**src/rfa_pkg.sv**
```systemverilog
package rfa_pkg;

  // ----------------------------------------------------------------
  // Register map (byte addresses) and bus widths.
  // ----------------------------------------------------------------
  localparam int ADDR_W = 8;
  localparam logic [ADDR_W-1:0] REG_CFG = 8'h00;     // Configuration word.
  localparam logic [ADDR_W-1:0] REG_STATUS = 8'h04;  // Live state and short flag.
  localparam logic [31:0] CFG_RESET = 32'h0000_0000; // Front end powered down.

  // ----------------------------------------------------------------
  // Configuration word bit positions.
  // ----------------------------------------------------------------
  localparam int CB_PWR = 0;
  localparam int CB_MOD_LO = 1;
  localparam int CB_SHORT = 4;
  localparam int CB_PAR = 5;
  localparam int CB_PP = 6;
  localparam int CB_HPF_LO = 7;
  localparam int CB_LPF = 9;
  localparam int CB_GAIN_LO = 10;
  localparam int CB_RXSEL = 13;
  localparam int CB_AGC = 14;
  localparam int CB_SKIP = 15;
  localparam int CB_SLOW = 16;
  localparam int CB_ATK_LO = 17;
  localparam int CB_WAIT_LO = 19;
  localparam int CB_LONG = 24;
  localparam logic [2:0] MOD_OOK = 3'h1;  // Bits 1..3 = 1,0,0 select OOK.

  // ----------------------------------------------------------------
  // Status word bit positions.
  // ----------------------------------------------------------------
  localparam int SB_GAIN_LO = 0;
  localparam int SB_AGC_LO = 3;
  localparam int SB_MOD_LO = 5;
  localparam int SB_SHORT_NOW = 7;
  localparam int SB_SHORT_STICKY = 8;

  // ----------------------------------------------------------------
  // Timing, as times in ns and derived cycle counts at the clock rate.
  // ----------------------------------------------------------------
  localparam int CLK_MHZ = 200;
  localparam int PRE_HOLD_NS = 1000;
  localparam int POST_HOLD_NS = 5000;
  localparam int POST_LONG_NS = 10000;
  localparam int ATK_NS0 = 50;
  localparam int ATK_NS1 = 100;
  localparam int ATK_NS2 = 200;
  localparam int ATK_NS3 = 400;
  localparam int WAIT_NS0 = 2000;
  localparam int WAIT_NS1 = 4000;
  localparam int WAIT_NS2 = 8000;
  localparam int WAIT_NS3 = 16000;
  localparam int TM_W = 12;
  // Least times round up to whole cycles.
  localparam logic [TM_W-1:0] PRE_HOLD_CYC = TM_W'((PRE_HOLD_NS * CLK_MHZ + 999) / 1000);
  localparam logic [TM_W-1:0] POST_HOLD_CYC = TM_W'((POST_HOLD_NS * CLK_MHZ + 999) / 1000);
  localparam logic [TM_W-1:0] POST_LONG_CYC = TM_W'((POST_LONG_NS * CLK_MHZ + 999) / 1000);

  // Cycles per attack step for the two-bit attack field.
  function automatic logic [TM_W-1:0] atk_cycles(input logic [1:0] sel);
    case (sel)
      2'h0: atk_cycles = TM_W'((ATK_NS0 * CLK_MHZ + 999) / 1000);
      2'h1: atk_cycles = TM_W'((ATK_NS1 * CLK_MHZ + 999) / 1000);
      2'h2: atk_cycles = TM_W'((ATK_NS2 * CLK_MHZ + 999) / 1000);
      default: atk_cycles = TM_W'((ATK_NS3 * CLK_MHZ + 999) / 1000);
    endcase
  endfunction

  // Cycles of the decay wait time for the two-bit wait field.
  function automatic logic [TM_W-1:0] wait_cycles(input logic [1:0] sel);
    case (sel)
      2'h0: wait_cycles = TM_W'((WAIT_NS0 * CLK_MHZ + 999) / 1000);
      2'h1: wait_cycles = TM_W'((WAIT_NS1 * CLK_MHZ + 999) / 1000);
      2'h2: wait_cycles = TM_W'((WAIT_NS2 * CLK_MHZ + 999) / 1000);
      default: wait_cycles = TM_W'((WAIT_NS3 * CLK_MHZ + 999) / 1000);
    endcase
  endfunction

  // ----------------------------------------------------------------
  // State machines, Gray coded along the usual path.
  // ----------------------------------------------------------------
  typedef enum logic [1:0] {
    MOD_IDLE = 2'h0,
    MOD_PRE = 2'h1,
    MOD_ACTIVE = 2'h3,
    MOD_POST = 2'h2
  } rfa_mod_st_t;

  typedef enum logic [1:0] {
    AGC_MAX = 2'h0,
    AGC_ATTACK = 2'h1,
    AGC_HOLD = 2'h3,
    AGC_DECAY = 2'h2
  } rfa_agc_st_t;

  // Control bundle towards the analog front end.
  typedef struct packed {
    logic afe_pwr;        // Front end powered.
    logic field_on;       // Carrier present on the antenna outputs.
    logic field_low;      // Carrier lowered for ASK.
    logic [2:0] ask_depth; // ASK depth code, 7% to 30% index.
    logic drv_a_en;       // Driver on antenna_output_a enabled.
    logic drv_b_en;       // Driver on antenna_output_b enabled.
    logic push_pull;      // Drivers in push-pull.
    logic rx_hold;        // Receiver input disconnected.
    logic rx_sel;         // 1: rf_input_secondary, 0: rf_input_primary.
    logic [1:0] hpf_sel;  // Highpass corner select.
    logic lpf_sel;        // Lowpass corner select.
    logic [2:0] gain;     // Receiver gain step.
  } rfa_afe_t;

endpackage

```
**src/rfa_front_end.sv**
```systemverilog
`timescale 1ns/100ps
module rfa_front_end (
  input wire logic i_clk,
  input wire logic i_rst,
  input wire logic i_psel,
  input wire logic i_penable,
  input wire logic i_pwrite,
  input wire logic [rfa_pkg::ADDR_W-1:0] i_paddr,
  input wire logic [31:0] i_pwdata,
  input wire logic [3:0] i_pstrb,
  output logic [31:0] o_prdata,
  output logic o_pready,
  output logic o_pslverr,
  input wire logic i_mod_req,
  input wire logic i_rf_input_primary_attack,
  input wire logic i_rf_input_primary_decay,
  input wire logic i_rf_input_secondary_attack,
  input wire logic i_rf_input_secondary_decay,
  input wire logic i_antenna_output_a_short,
  input wire logic i_antenna_output_b_short,
  output rfa_pkg::rfa_afe_t o_afe
);
  import rfa_pkg::*;

  // ----------------------------------------------------------------
  // Input synchronisers.
  // ----------------------------------------------------------------
  localparam int NSYNC = 7;
  logic [NSYNC-1:0] raw_in; // Asynchronous pins, gathered.
  logic [NSYNC-1:0] sync1_q; // First stage, read only by the second.
  logic [NSYNC-1:0] sync2_q; // Safe for logic.
  assign raw_in = {i_antenna_output_b_short, i_antenna_output_a_short,
                   i_rf_input_secondary_decay, i_rf_input_secondary_attack,
                   i_rf_input_primary_decay, i_rf_input_primary_attack, i_mod_req};

  // Two flops per pin; every analog comparator and the modulation request arrive unclocked.
  always_ff @(posedge i_clk) begin
    if (i_rst) begin
      sync1_q <= '0;
      sync2_q <= '0;
    end else begin
      sync1_q <= raw_in;
      sync2_q <= sync1_q;
    end
  end

  // ----------------------------------------------------------------
  // Configuration decode.
  // ----------------------------------------------------------------
  logic [31:0] cfg_q; // Configuration word.
  logic [31:0] cfg_d;
  logic pwr; // Front end powered.
  logic agc_on; // AGC active.
  logic is_ook; // OOK selected.
  logic [2:0] gain_max; // Gain field.
  logic atk_lvl; // Selected input above attack threshold.
  logic dec_lvl; // Selected input above decay threshold.
  logic short_now; // A short is seen on either output.
  logic [TM_W-1:0] atk_cyc; // Cycles per attack step.
  logic [TM_W-1:0] wait_cyc; // Decay wait time in cycles.
  logic [TM_W-1:0] post_cyc; // Post-modulation hold in cycles.

  assign pwr = cfg_q[CB_PWR];
  assign agc_on = pwr && cfg_q[CB_AGC];
  assign is_ook = (cfg_q[CB_MOD_LO +: 3] == MOD_OOK);
  assign gain_max = cfg_q[CB_GAIN_LO +: 3];
  // The receive envelope comes from the input chosen by the select bit.
  assign atk_lvl = cfg_q[CB_RXSEL] ? sync2_q[3] : sync2_q[1];
  assign dec_lvl = cfg_q[CB_RXSEL] ? sync2_q[4] : sync2_q[2];
  assign short_now = sync2_q[5] | sync2_q[6];
  assign atk_cyc = atk_cycles(cfg_q[CB_ATK_LO +: 2]);
  assign wait_cyc = wait_cycles(cfg_q[CB_WAIT_LO +: 2]);
  assign post_cyc = cfg_q[CB_LONG] ? POST_LONG_CYC : POST_HOLD_CYC;

  // ----------------------------------------------------------------
  // APB slave: one wait state so that read data comes from a flop.
  // ----------------------------------------------------------------
  logic sticky_q; // Short seen since last clear.
  logic sticky_d;
  logic [31:0] prdata_d;
  logic pready_d;
  logic pslverr_d;
  logic wr_now; // Write completes at this edge.
  logic [31:0] wmask; // Byte-lane mask from the strobes.
  logic [31:0] status; // Status word as read.
  rfa_mod_st_t mod_st_q;
  rfa_mod_st_t mod_st_d;
  rfa_agc_st_t agc_st_q;
  rfa_agc_st_t agc_st_d;
  logic [2:0] gain_q;
  logic [2:0] gain_d;

  // Each strobe opens one byte lane of the write data.
  for (genvar b = 0; b < 4; b++) begin : g_lane
    assign wmask[8*b +: 8] = {8{i_pstrb[b]}};
  end

  assign wr_now = i_psel && i_penable && o_pready && i_pwrite;
  always_comb begin
    status = '0;
    status[SB_GAIN_LO +: 3] = gain_q;
    status[SB_AGC_LO +: 2] = agc_st_q;
    status[SB_MOD_LO +: 2] = mod_st_q;
    status[SB_SHORT_NOW] = short_now;
    status[SB_SHORT_STICKY] = sticky_q;
  end

  // Bus handshake, configuration writes and the sticky short flag.
  always_comb begin
    cfg_d = cfg_q;
    sticky_d = sticky_q;
    prdata_d = '0;
    pslverr_d = 1'b0;
    pready_d = 1'b0;
    if (i_psel && i_penable && !o_pready) begin
      // First access cycle: prepare the answer for the next edge.
      pready_d = 1'b1;
      if (i_paddr == REG_CFG) begin
        prdata_d = cfg_q;
      end else if (i_paddr == REG_STATUS) begin
        prdata_d = status;
      end else begin
        pslverr_d = 1'b1;
      end
    end
    // The word stands until software writes it again.
    if (wr_now && i_paddr == REG_CFG) begin
      cfg_d = (cfg_q & ~wmask) | (i_pwdata & wmask);
    end
    if (wr_now && i_paddr == REG_STATUS && i_pstrb[1] && i_pwdata[SB_SHORT_STICKY]) begin
      sticky_d = 1'b0;
    end
    // A short seen in the clearing cycle is kept: set wins.
    if (short_now) begin
      sticky_d = 1'b1;
    end
  end

  // Registers of the bus slave.
  always_ff @(posedge i_clk) begin
    if (i_rst) begin
      cfg_q <= CFG_RESET;
      sticky_q <= 1'b0;
      o_prdata <= '0;
      o_pready <= 1'b0;
      o_pslverr <= 1'b0;
    end else begin
      cfg_q <= cfg_d;
      sticky_q <= sticky_d;
      o_prdata <= prdata_d;
      o_pready <= pready_d;
      o_pslverr <= pslverr_d;
    end
  end

  // ----------------------------------------------------------------
  // Modulation sequencer with receiver hold window.
  // ----------------------------------------------------------------
  logic [TM_W-1:0] mod_tm_q;
  logic [TM_W-1:0] mod_tm_d;

  // Receiver is disconnected before the pulse, during it and after it.
  always_comb begin
    mod_st_d = mod_st_q;
    mod_tm_d = '0;
    if (!pwr) begin
      mod_st_d = MOD_IDLE;
    end else begin
      case (mod_st_q)
        MOD_IDLE: begin
          if (sync2_q[0]) begin
            mod_st_d = MOD_PRE;
          end
        end
        MOD_PRE: begin
          // Pre-hold always runs its full length so the DC point is frozen first.
          if (mod_tm_q == PRE_HOLD_CYC - 1'b1) begin
            mod_st_d = sync2_q[0] ? MOD_ACTIVE : MOD_POST;
          end else begin
            mod_tm_d = mod_tm_q + 1'b1;
          end
        end
        MOD_ACTIVE: begin
          if (!sync2_q[0]) begin
            mod_st_d = MOD_POST;
          end
        end
        MOD_POST: begin
          if (mod_tm_q == post_cyc - 1'b1) begin
            mod_st_d = MOD_IDLE;
          end else begin
            mod_tm_d = mod_tm_q + 1'b1;
          end
        end
        default: mod_st_d = MOD_IDLE;
      endcase
    end
  end

  // Registers of the modulation sequencer.
  always_ff @(posedge i_clk) begin
    if (i_rst) begin
      mod_st_q <= MOD_IDLE;
      mod_tm_q <= '0;
    end else begin
      mod_st_q <= mod_st_d;
      mod_tm_q <= mod_tm_d;
    end
  end

  // ----------------------------------------------------------------
  // Automatic gain control.
  // ----------------------------------------------------------------
  logic [TM_W-1:0] agc_tm_q; // Attack step or decay wait timer.
  logic [TM_W-1:0] agc_tm_d;
  logic burst_new_q; // Next pulse opens a new burst.
  logic burst_new_d;
  logic skip_q; // Currently letting a first pulse through.
  logic skip_d;

  // Gain steps down on attack, holds, then returns fast or slowly.
  always_comb begin
    agc_st_d = agc_st_q;
    agc_tm_d = '0;
    gain_d = gain_q;
    burst_new_d = burst_new_q;
    skip_d = skip_q;
    if (!agc_on) begin
      agc_st_d = AGC_MAX;
      gain_d = gain_max;
      burst_new_d = 1'b1;
      skip_d = 1'b0;
    end else begin
      case (agc_st_q)
        AGC_MAX: begin
          gain_d = gain_max;
          // Quiet for one wait time means the next pulse opens a burst.
          if (!dec_lvl && !skip_q) begin
            if (agc_tm_q == wait_cyc - 1'b1) begin
              burst_new_d = 1'b1;
            end else begin
              agc_tm_d = agc_tm_q + 1'b1;
            end
          end
          if (skip_q) begin
            // The skipped pulse ends when the level falls under decay.
            if (!dec_lvl) begin
              skip_d = 1'b0;
              burst_new_d = 1'b0;
            end
          end else if (atk_lvl) begin
            if (cfg_q[CB_SKIP] && burst_new_q) begin
              skip_d = 1'b1;
            end else begin
              agc_st_d = AGC_ATTACK;
              burst_new_d = 1'b0;
            end
          end
        end
        AGC_ATTACK: begin
          if (!atk_lvl) begin
            agc_st_d = AGC_HOLD;
          end else if (agc_tm_q == atk_cyc - 1'b1) begin
            if (gain_q != 3'h0) begin
              gain_d = gain_q - 1'b1;
            end
          end else begin
            agc_tm_d = agc_tm_q + 1'b1;
          end
        end
        AGC_HOLD: begin
          if (atk_lvl) begin
            agc_st_d = AGC_ATTACK;
          end else if (!dec_lvl && cfg_q[CB_SLOW]) begin
            // Slow decay starts at once; each step then waits a full period.
            agc_st_d = AGC_DECAY;
          end else if (!dec_lvl) begin
            // Gain only moves after a full wait time below decay.
            if (agc_tm_q == wait_cyc - 1'b1) begin
              agc_st_d = AGC_MAX;
              gain_d = gain_max;
              burst_new_d = 1'b1;
            end else begin
              agc_tm_d = agc_tm_q + 1'b1;
            end
          end
          // Above decay the gain stays put and the timer restarts.
        end
        AGC_DECAY: begin
          if (atk_lvl) begin
            agc_st_d = AGC_ATTACK;
          end else if (dec_lvl) begin
            agc_st_d = AGC_HOLD;
          end else if (gain_q >= gain_max) begin
            agc_st_d = AGC_MAX;
            gain_d = gain_max;
            burst_new_d = 1'b1;
          end else if (agc_tm_q == wait_cyc - 1'b1) begin
            gain_d = gain_q + 1'b1;
          end else begin
            agc_tm_d = agc_tm_q + 1'b1;
          end
        end
        default: agc_st_d = AGC_MAX;
      endcase
    end
  end

  // Registers of the gain control.
  always_ff @(posedge i_clk) begin
    if (i_rst) begin
      agc_st_q <= AGC_MAX;
      agc_tm_q <= '0;
      gain_q <= 3'h0;
      burst_new_q <= 1'b1;
      skip_q <= 1'b0;
    end else begin
      agc_st_q <= agc_st_d;
      agc_tm_q <= agc_tm_d;
      gain_q <= gain_d;
      burst_new_q <= burst_new_d;
      skip_q <= skip_d;
    end
  end

  // ----------------------------------------------------------------
  // Front-end control outputs.
  // ----------------------------------------------------------------
  rfa_afe_t afe_d;

  // Drivers drop at once on a short; the analog side must tolerate two sync cycles and the output register.
  always_comb begin
    afe_d = '0;
    if (pwr) begin
      afe_d.afe_pwr = 1'b1;
      afe_d.field_on = !(mod_st_q == MOD_ACTIVE && is_ook);
      afe_d.field_low = (mod_st_q == MOD_ACTIVE) && !is_ook;
      afe_d.ask_depth = cfg_q[CB_MOD_LO +: 3];
      afe_d.push_pull = cfg_q[CB_PP];
      afe_d.drv_a_en = 1'b1;
      afe_d.drv_b_en = cfg_q[CB_PAR] || cfg_q[CB_PP];
      if (cfg_q[CB_SHORT] && short_now) begin
        afe_d.drv_a_en = 1'b0;
        afe_d.drv_b_en = 1'b0;
      end
      afe_d.rx_hold = (mod_st_q != MOD_IDLE);
      afe_d.rx_sel = cfg_q[CB_RXSEL];
      afe_d.hpf_sel = cfg_q[CB_HPF_LO +: 2];
      afe_d.lpf_sel = cfg_q[CB_LPF];
      afe_d.gain = gain_q;
    end
  end

  // Output register.
  always_ff @(posedge i_clk) begin
    if (i_rst) begin
      o_afe <= '0;
    end else begin
      o_afe <= afe_d;
    end
  end
endmodule

```
**config.mk**
```make
export PLATFORM = sky130hd
export DESIGN_NAME = rfa_front_end
export DESIGN_NICKNAME = d
export VERILOG_FILES = /design/src/rfa_pkg.sv /design/src/rfa_front_end.sv
export SDC_FILE = /design/constraint.sdc
export NUM_CORES = 1
export LEC_CHECK = 0
export BUFFER_PORTS_ARGS = -buffer_cell sky130_fd_sc_hd__buf_2
export CORE_ASPECT_RATIO = 1.2
export CORE_UTILIZATION = 40
export CTS_BUF_LIST = sky130_fd_sc_hd__clkbuf_8 sky130_fd_sc_hd__clkbuf_16
export DETAILED_ROUTE_END_ITERATION = 6
export GPL_ROUTABILITY_DRIVEN = 0
export PLACE_DENSITY = 0.75
export SETUP_SLACK_MARGIN = 0.15
export SLEW_MARGIN = 30
export SYNTH_ARGS = -nofsm -noshare
export SYNTH_HDL_FRONTEND = slang
export SYNTH_SLANG_ARGS = --single-unit
```
**constraint.sdc**
```tcl
create_clock -name i_clk -period 2.5 [get_ports i_clk]
set_input_delay 0.25 -clock i_clk [delete_from_list [all_inputs] [get_ports i_clk]]
set_output_delay 0.25 -clock i_clk [all_outputs]
set_load 0.03 [all_outputs]
```
==> results.md, run 1 <==
- Initial detailed-routing violation count: 200
- Hold Path Class: input pin to flop
- # nets final: 797
- Place WS: 0.0162 ns
- Ys async rst share: 0%
- 1st-pass router iterations: 4
- Vias: 4566
- Post-placement cell count: around 860
- Number of global-route vias before repair: 4395
- Die Height: 129 um
- First-pass GRT wire length: 21300 um
- Peak Freq: 402 MHz
- Post-route DRC: 0
- Congestion Overflow GR: 0
- Final WS setup: 0.0108 ns
- Final Hold Viols: 0
- Rel. slew slack: 60.9%
- Sequential share of the synthesized area: around 49%
- Pwr dens: 651 nW/um^2
- Clock Pin Slew Worst Setup and Hold Paths: 0.06 ns
- Outcome: completed
- Synth warn: 0
- Util after Layout: between 50 and 60%
- Syn_nets: 670
- Max IR drop VDD: between 300 and 400 uV
- Seq cells post-synth: 131
- R2R setup slack: 0.01 ns
- Remaining antenna violation count: 0
- CP delay by family, top: compound AO/OA/AOI/OAI gates
- Tightest Pin Transition: 0.571 ns
- Commonest cells after routing, fill and taps aside: dfxtp_1, buf_2, nand2_1
- Core Area: 13200 um^2
- Critical path data arrival time: 2.79 ns
- CP required: between 2 and 3 ns
- Die X: 108 um
- Reg2Reg Depth: 8
- Max_cap viols: 0
- All-Layer GR Usage: 20.3%
- Hold wc startpoint: i_antenna_output_a_short
- Startpoint class of the critical path: flop
- Worst path slowest cell: or4_4
- Fin crit share: 99.6%
- Fraction of layout cells with a size suffix above 1: 28.1%
- Clock skew: 0.0108 ns
- Final Setup Violations: 0
- Slowest stage delay, CP: 0.49 ns
- Post-DP HPWL: 9480 um
- Buffer and inverter count on the worst path: 1
- Most common cell after layout, fill and taps aside: dfxtp_1
- PortBufs: between 100 and 150
- Synth-to-Final Area Change: 31.1%
- Crit path kind: flop to flop
- RSZ-0062 raised after global routing: true
- H-tree levels: 4
- Post-route cell area: 7050 um^2
- Worst hold stages: 2
- Placed cell area: 6270 um^2
- Synth Flop Type: dfxtp_1
- Num CTS Buffers: 17
- Root buf cell: clkbuf_16
- Synthesized area: 5380 um^2
- DR vias/cell: 5.12
- Syn Area/Cell: 9.22 um^2
- Cells after Synth: 583
- Initial antenna violation count: 0
- Post-synthesis cell type count: 54
- WL/cell: approximately 15 um
- Initial Util: 40.8%
- Worst skew pair latency: 0.43 ns
- Hold path endpoint: sync1_q[5]
- Leakage: approximately 0.0029 uW
- Routed WL: 13400 um
- Crit Path Max Fanout: 5
- R2r endpoint: gain_q[2]
- Critical Path, Cell by Cell: buf_6, ha_4, or4_4, o21a_1, o41ai_4, o2111a_2, o221ai_1, o311a_1
- Total die area: ~14000 um^2
- Tmin final: 2.49 ns
- Longest Clk Path Bufs: 2
- Fin. max-slew vios: 0
- CTS tree: yes
- Crit. End Element: flop
- # rows: 46
- Largest net degree at the start of global routing: 38
- EDFF count, synth: 0
- Diodes inserted: 0
- Post-route non-filler standard cell count: slightly below 900
- Final setup TNS: 0 ns
- # IOs: 107
- Clk sink count: 131
## area by class of cell
class                      instances  area [um^2]
fill                            1178         6130
multi-input combinational        403         2750
sequential                       131         2640
timing repair buffer             131          763
clock buffer                      19          453
tap                              168          210
clock inverter                    13          126
inverter                          26          113
## logic make-up (layout without fill, tap and decap cells)
| kind of cell | after synthesis | after routing | synth area share, % |
|---|---|---|---|
| flops | 131 | 131 | 48.8 |
| xor+xnor | 31 | 31 | 5.05 |
| mux | 5 | 5 | 0.977 |
| simple gates | 237 | 237 | 22.1 |
| fa+ha+maj | 31 | 31 | 7.21 |
| buf+inv | 49 | 189 | 3.49 |
| compound gates | 99 | 99 | 12.4 |
## worst reg2reg max path, cell delays in order, from the launching register on
cell and delay [ns]:
dfxtp_4 0.37, buf_6 0.13, ha_4 0.15, or4_4 0.49, o21a_1 0.23, o41ai_4 0.38
o2111a_2 0.33, o221ai_1 0.13, o311a_1 0.15
## Yosys cell counts (3+ instances only)
| cell | count | area [um^2] |
|---|---|---|
| a211oi_1 | 5 | 37.5 |
| a21oi_1 | 44 | 220 |
| a22o_1 | 9 | 78.8 |
| and2_1 | 28 | 175 |
| and3_1 | 7 | 43.8 |
| clkbuf_1 | 21 | 78.8 |
| dfxtp_1 | 131 | 2620 |
| ha_1 | 31 | 388 |
| inv_1 | 26 | 97.6 |
| mux2i_1 | 3 | 30.0 |
| nand2_1 | 60 | 225 |
| nand3_1 | 44 | 220 |
| nand4_1 | 4 | 25.0 |
| nor2_1 | 45 | 169 |
| nor2b_1 | 18 | 113 |
| nor3_1 | 11 | 55.1 |
| nor4_1 | 3 | 18.8 |
| o21a_1 | 5 | 37.5 |
| o21ai_0 | 7 | 35.0 |
| o311a_1 | 4 | 40.0 |
| o31ai_1 | 3 | 22.5 |
| or4_1 | 3 | 22.5 |
| xnor2_1 | 17 | 149 |
| xor2_1 | 14 | 123 |
## worst max path at each step
stage,to,slack (ns),cells after the start
5_1_grt,gain_q[2],-0.02,8
2_1_floorplan,agc_st_q[1],0.17,10
4_1_cts,gain_q[2],0.06,8
6_report,gain_q[2],0.01,8
3_3_place_gp,gain_q[2],0.06,10
3_5_place_dp,gain_q[2],0.02,10
## metal layers
metal / up-vias / wire length (um) / track usage (%)
li1: 2258 / - / -
met1: 2131 / 5380 / 23.2
met2: 142 / 6680 / 34.2
met3: 35 / 956 / 5.72
met4: 0 / 373 / 10.6
met5: - / 0 / 0
## through the flow
step	total power, uW	hold slack (ns)
after detailed placement	2260	0.425
after floorplan	2200	0.352
final	4590	0.0315
after CTS	4630	0.0240
after global routing	4750	0.0389
after global placement	2260	0.417
## power breakdown
group / switching (uW) / internal, uW / total, uW
sequential: 5.97 / 2100 / 2100
clock: 950 / 1430 / 2380
combinational: 59.7 / 48.6 / 108
total: 1020 / 3580 / 4590
## repair_timing
action	CTS	global route
hold buffers	0	0
resized for setup	19	17
setup buffers	1	3
pin swaps	9	11
setup endpoints to repair	17	18
No activity file was read; power rests on OpenSTA's default activity.
==> run 2: changes to the inputs <==
--- a/config.mk
+++ b/config.mk
@@ -6,12 +6,14 @@
 export NUM_CORES = 1
 export LEC_CHECK = 0
 export BUFFER_PORTS_ARGS = -buffer_cell sky130_fd_sc_hd__buf_2
+export CELL_PAD_IN_SITES_DETAIL_PLACEMENT = 1
+export CELL_PAD_IN_SITES_GLOBAL_PLACEMENT = 1
 export CORE_ASPECT_RATIO = 1.2
-export CORE_UTILIZATION = 40
+export CORE_UTILIZATION = 37
 export CTS_BUF_LIST = sky130_fd_sc_hd__clkbuf_8 sky130_fd_sc_hd__clkbuf_16
 export DETAILED_ROUTE_END_ITERATION = 6
 export GPL_ROUTABILITY_DRIVEN = 0
-export PLACE_DENSITY = 0.75
+export PLACE_DENSITY = 0.87
 export SETUP_SLACK_MARGIN = 0.15
 export SLEW_MARGIN = 30
 export SYNTH_ARGS = -nofsm -noshare
==> run 2 against run 1 <==
Effect of this change:
- the run now ends with DRC, setup timing left
- global-route usage grew 4.0 points
- via count rose by 7.6%
- combinational power up 8%
- clock-buffer cell count decreased by 1
- die area rose by 8.0%
- sequential power is essentially flat
- first-iteration DRC count rose by 20%
==> results.md, run 2 (same netlist as run 1, synthesis figures left out) <==
- Fillers: 1588 (+35%)
- Leakage: 0.00291 uW (+1.4%)
- Max IR drop VDD: 478 uV (+25%)
- # IOs: 107 (unchanged)
- Most common cell after layout, fill and taps aside: dfxtp_1
- Fin. max-slew vios: 0 (unchanged)
- Routing usage on met3: 6.01% (+0.29 points)
- Post-route non-filler standard cell count: 894 (+0.34%)
- Initial antenna violation count: 0 (unchanged)
- Met1 usage: 26.3% (+3.1 points)
- Crit. End Element: flop
- Synth-to-Final Area Change: 32.9%
- Post-route DRC: 4 (+4)
- Clk sink count: 131 (unchanged)
- Worst setup path end: gain_q[0]
- CP required: 2.80 ns (about the same)
- Startpoint class of the critical path: flop
- Initial Util: 38.4% (-2.4 points)
- Clock share of power: 53.9% (+2.1 points)
- Initial detailed-routing violation count: 240 (+20%)
- First-pass GRT wire length: 27900 um (+31%)
- Tmin final: 2.56 ns (+0.0681 ns)
- Place WS: -0.100 ns (-0.116 ns)
- Util after Layout: 51.0% (-2.4 points)
- Max_cap viols: 0 (unchanged)
- Clock Pin Slew Worst Setup and Hold Paths: 0.06 ns (about the same)
- Root buf cell: clkbuf_16
- Num CTS Buffers: 17 (unchanged)
- Met2 Use GR: 43.8% (+9.6 points)
- Pwr dens: 674 nW/um^2 (+3.5%)
- Commonest cells after routing, fill and taps aside: dfxtp_1, buf_2, nand2_1
- Final Setup Violations: 15 (+15)
- Longest Clk Path Bufs: 2 (unchanged)
- Final Hold Viols: 0 (unchanged)
- R2r endpoint: gain_q[0]
- All-Layer GR Usage: 24.2% (+4.0 points)
- Die Height: 134 um (+3.9%)
- Hold Path Class: input pin to flop
- # rows: 47 (+2.2%)
- Number of global-route vias before repair: 5248 (+19%)
- PortBufs: 106 (unchanged)
- RSZ-0062 raised after global routing: true
- H-tree levels: 4 (unchanged)
- Post-DP HPWL: 11800 um (+25%)
- DR vias/cell: 5.50 (+7.3%)
- Remaining antenna violation count: 0 (unchanged)
- Outcome: finished with violations
- Crit Path Max Fanout: 4 (-1)
- R2R setup slack: -0.06 ns (-0.07 ns)
- Combinational Power Share: 2.4% (about the same)
- Congestion Overflow GR: 0 (unchanged)
- Core Area: 14000 um^2 (+6.2%)
- Switching part of the total: 20.8% (-1.4 points)
- Total die area: 15000 um^2 (+8.0%)
- Layer with the highest usage: met2
- Vias: 4914 (+7.6%)
- Tightest Pin Transition: 0.635 ns (+0.0643 ns)
- Reg2Reg Depth: 9 (+1)
- Hold buffer count at CTS: 0 (unchanged)
- Final WS setup: -0.0573 ns (-0.0681 ns)
- Post-placement cell count: 851 (-0.47%)
- Fin crit share: 102% (+2.7 points)
- Largest net degree at the start of global routing: 33 (-13%)
- # nets final: 798 (+0.13%)
- 1st-pass router iterations: 7 (+3)
- Fraction of layout cells with a size suffix above 1: 30.3% (+2.2 points)
- Failing checks: DRC, setup timing
- Worst skew pair latency: 0.43 ns (about the same)
- Internal: 3820 uW (+6.7%)
- WL/cell: 20.6 um (+37%)
- Clock skew: 0.0140 ns (+0.00325 ns)
- Critical path data arrival time: 2.86 ns (+0.07 ns)
- Peak Freq: 391 MHz (-2.7%)
- Crit path kind: flop to flop
- Rel. slew slack: 56.4% (-4.4 points)
- Die X: 112 um (+3.9%)
- NetSw: 1000 uW (-1.6%)
- Total Power: 4820 uW (+4.9%)
- Diodes inserted: 0 (unchanged)
- Flop pwr share: 43.7% (-2.1 points)
- CTS tree: yes
- Routed WL: 18400 um (+37%)
- Worst hold stages: 2 (unchanged)
-- run 2: cell count changes in the layout (fill, tap and decap cells not counted), moves of 3 or more --
cell	before	now
clkinv_4	4	0
clkinv_2	1	5
bufinv_16	1	4
nor2_2	0	11
nor2_1	45	33
-- run 2: worst min path at each step --
| stage | startpoint | end | slack, ns |
|---|---|---|---|
| floorplan | i_rst | o_pready | 0.35 |
| global placement | sync1_q[6] | sync2_q[6] | 0.43 |
| detailed placement | sync1_q[0] | sync2_q[0] | 0.43 |
| CTS | i_mod_req | sync1_q[0] | 0.04 |
| global route | i_rf_input_primary_decay | sync1_q[2] | 0.06 |
| finish | i_rf_input_primary_attack | sync1_q[1] | 0.05 |
-- run 2: power by group through the flow --
stage	combinational (uW)	clock, uW	sequential (uW)
after global placement	105	0	2150
after detailed placement	110	0	2150
after CTS	112	2590	2110
final	117	2590	2110
after floorplan	43.0	0	2150
after global routing	125	2710	2110
-- run 2: final cells by class --
class / count / area, um^2 / area share [%]
clock buffers: 18 / 439 / 6.15
flip-flops and latches: 131 / 2640 / 36.9
clock inverters: 13 / 168 / 2.35
multi-input cells: 403 / 2820 / 39.4
inverters: 26 / 120 / 1.68
well taps: 171 / 214 / 2.99
repair buffers: 132 / 749 / 10.5
-- run 2: repair_timing --
item / 4_1_cts / 5_1_grt
gates resized for setup: 32 / 27
pin swaps: 18 / 17
buffers inserted: 6 / 6
endpoints found under the setup margin: 18 / 18
-- run 2: worst max-delay path, cell delays in order (launching register included) --
cell      delay (ns)
dfxtp_4         0.37
inv_4           0.05
buf_6           0.12
ha_4            0.15
or4_4           0.54
o21a_1          0.23
o41ai_4         0.40
o2111a_2        0.32
o211ai_1        0.11
o311a_1         0.14
-- run 2: metrics by stage --
stage                     instance area, um^2  TNS, ns  hold WS [ns]
after floorplan                          5420        0         0.352
after global placement                   6200        0         0.427
after detailed placement                 6200   -0.448         0.432
after CTS                                6990        0        0.0424
after global routing                     7140    -1.45        0.0561
final                                    7140   -0.488        0.0547
-- run 2: per-layer routing --
layer  vias to the layer above  share of wire (%)  wire length [um]
met4                         0                3.5               650
met5                         -                  0                 0
li1                       2251                  -                 -
met1                      2400                 38              7010
met2                       202                 53              9700
met3                        61                5.5              1020
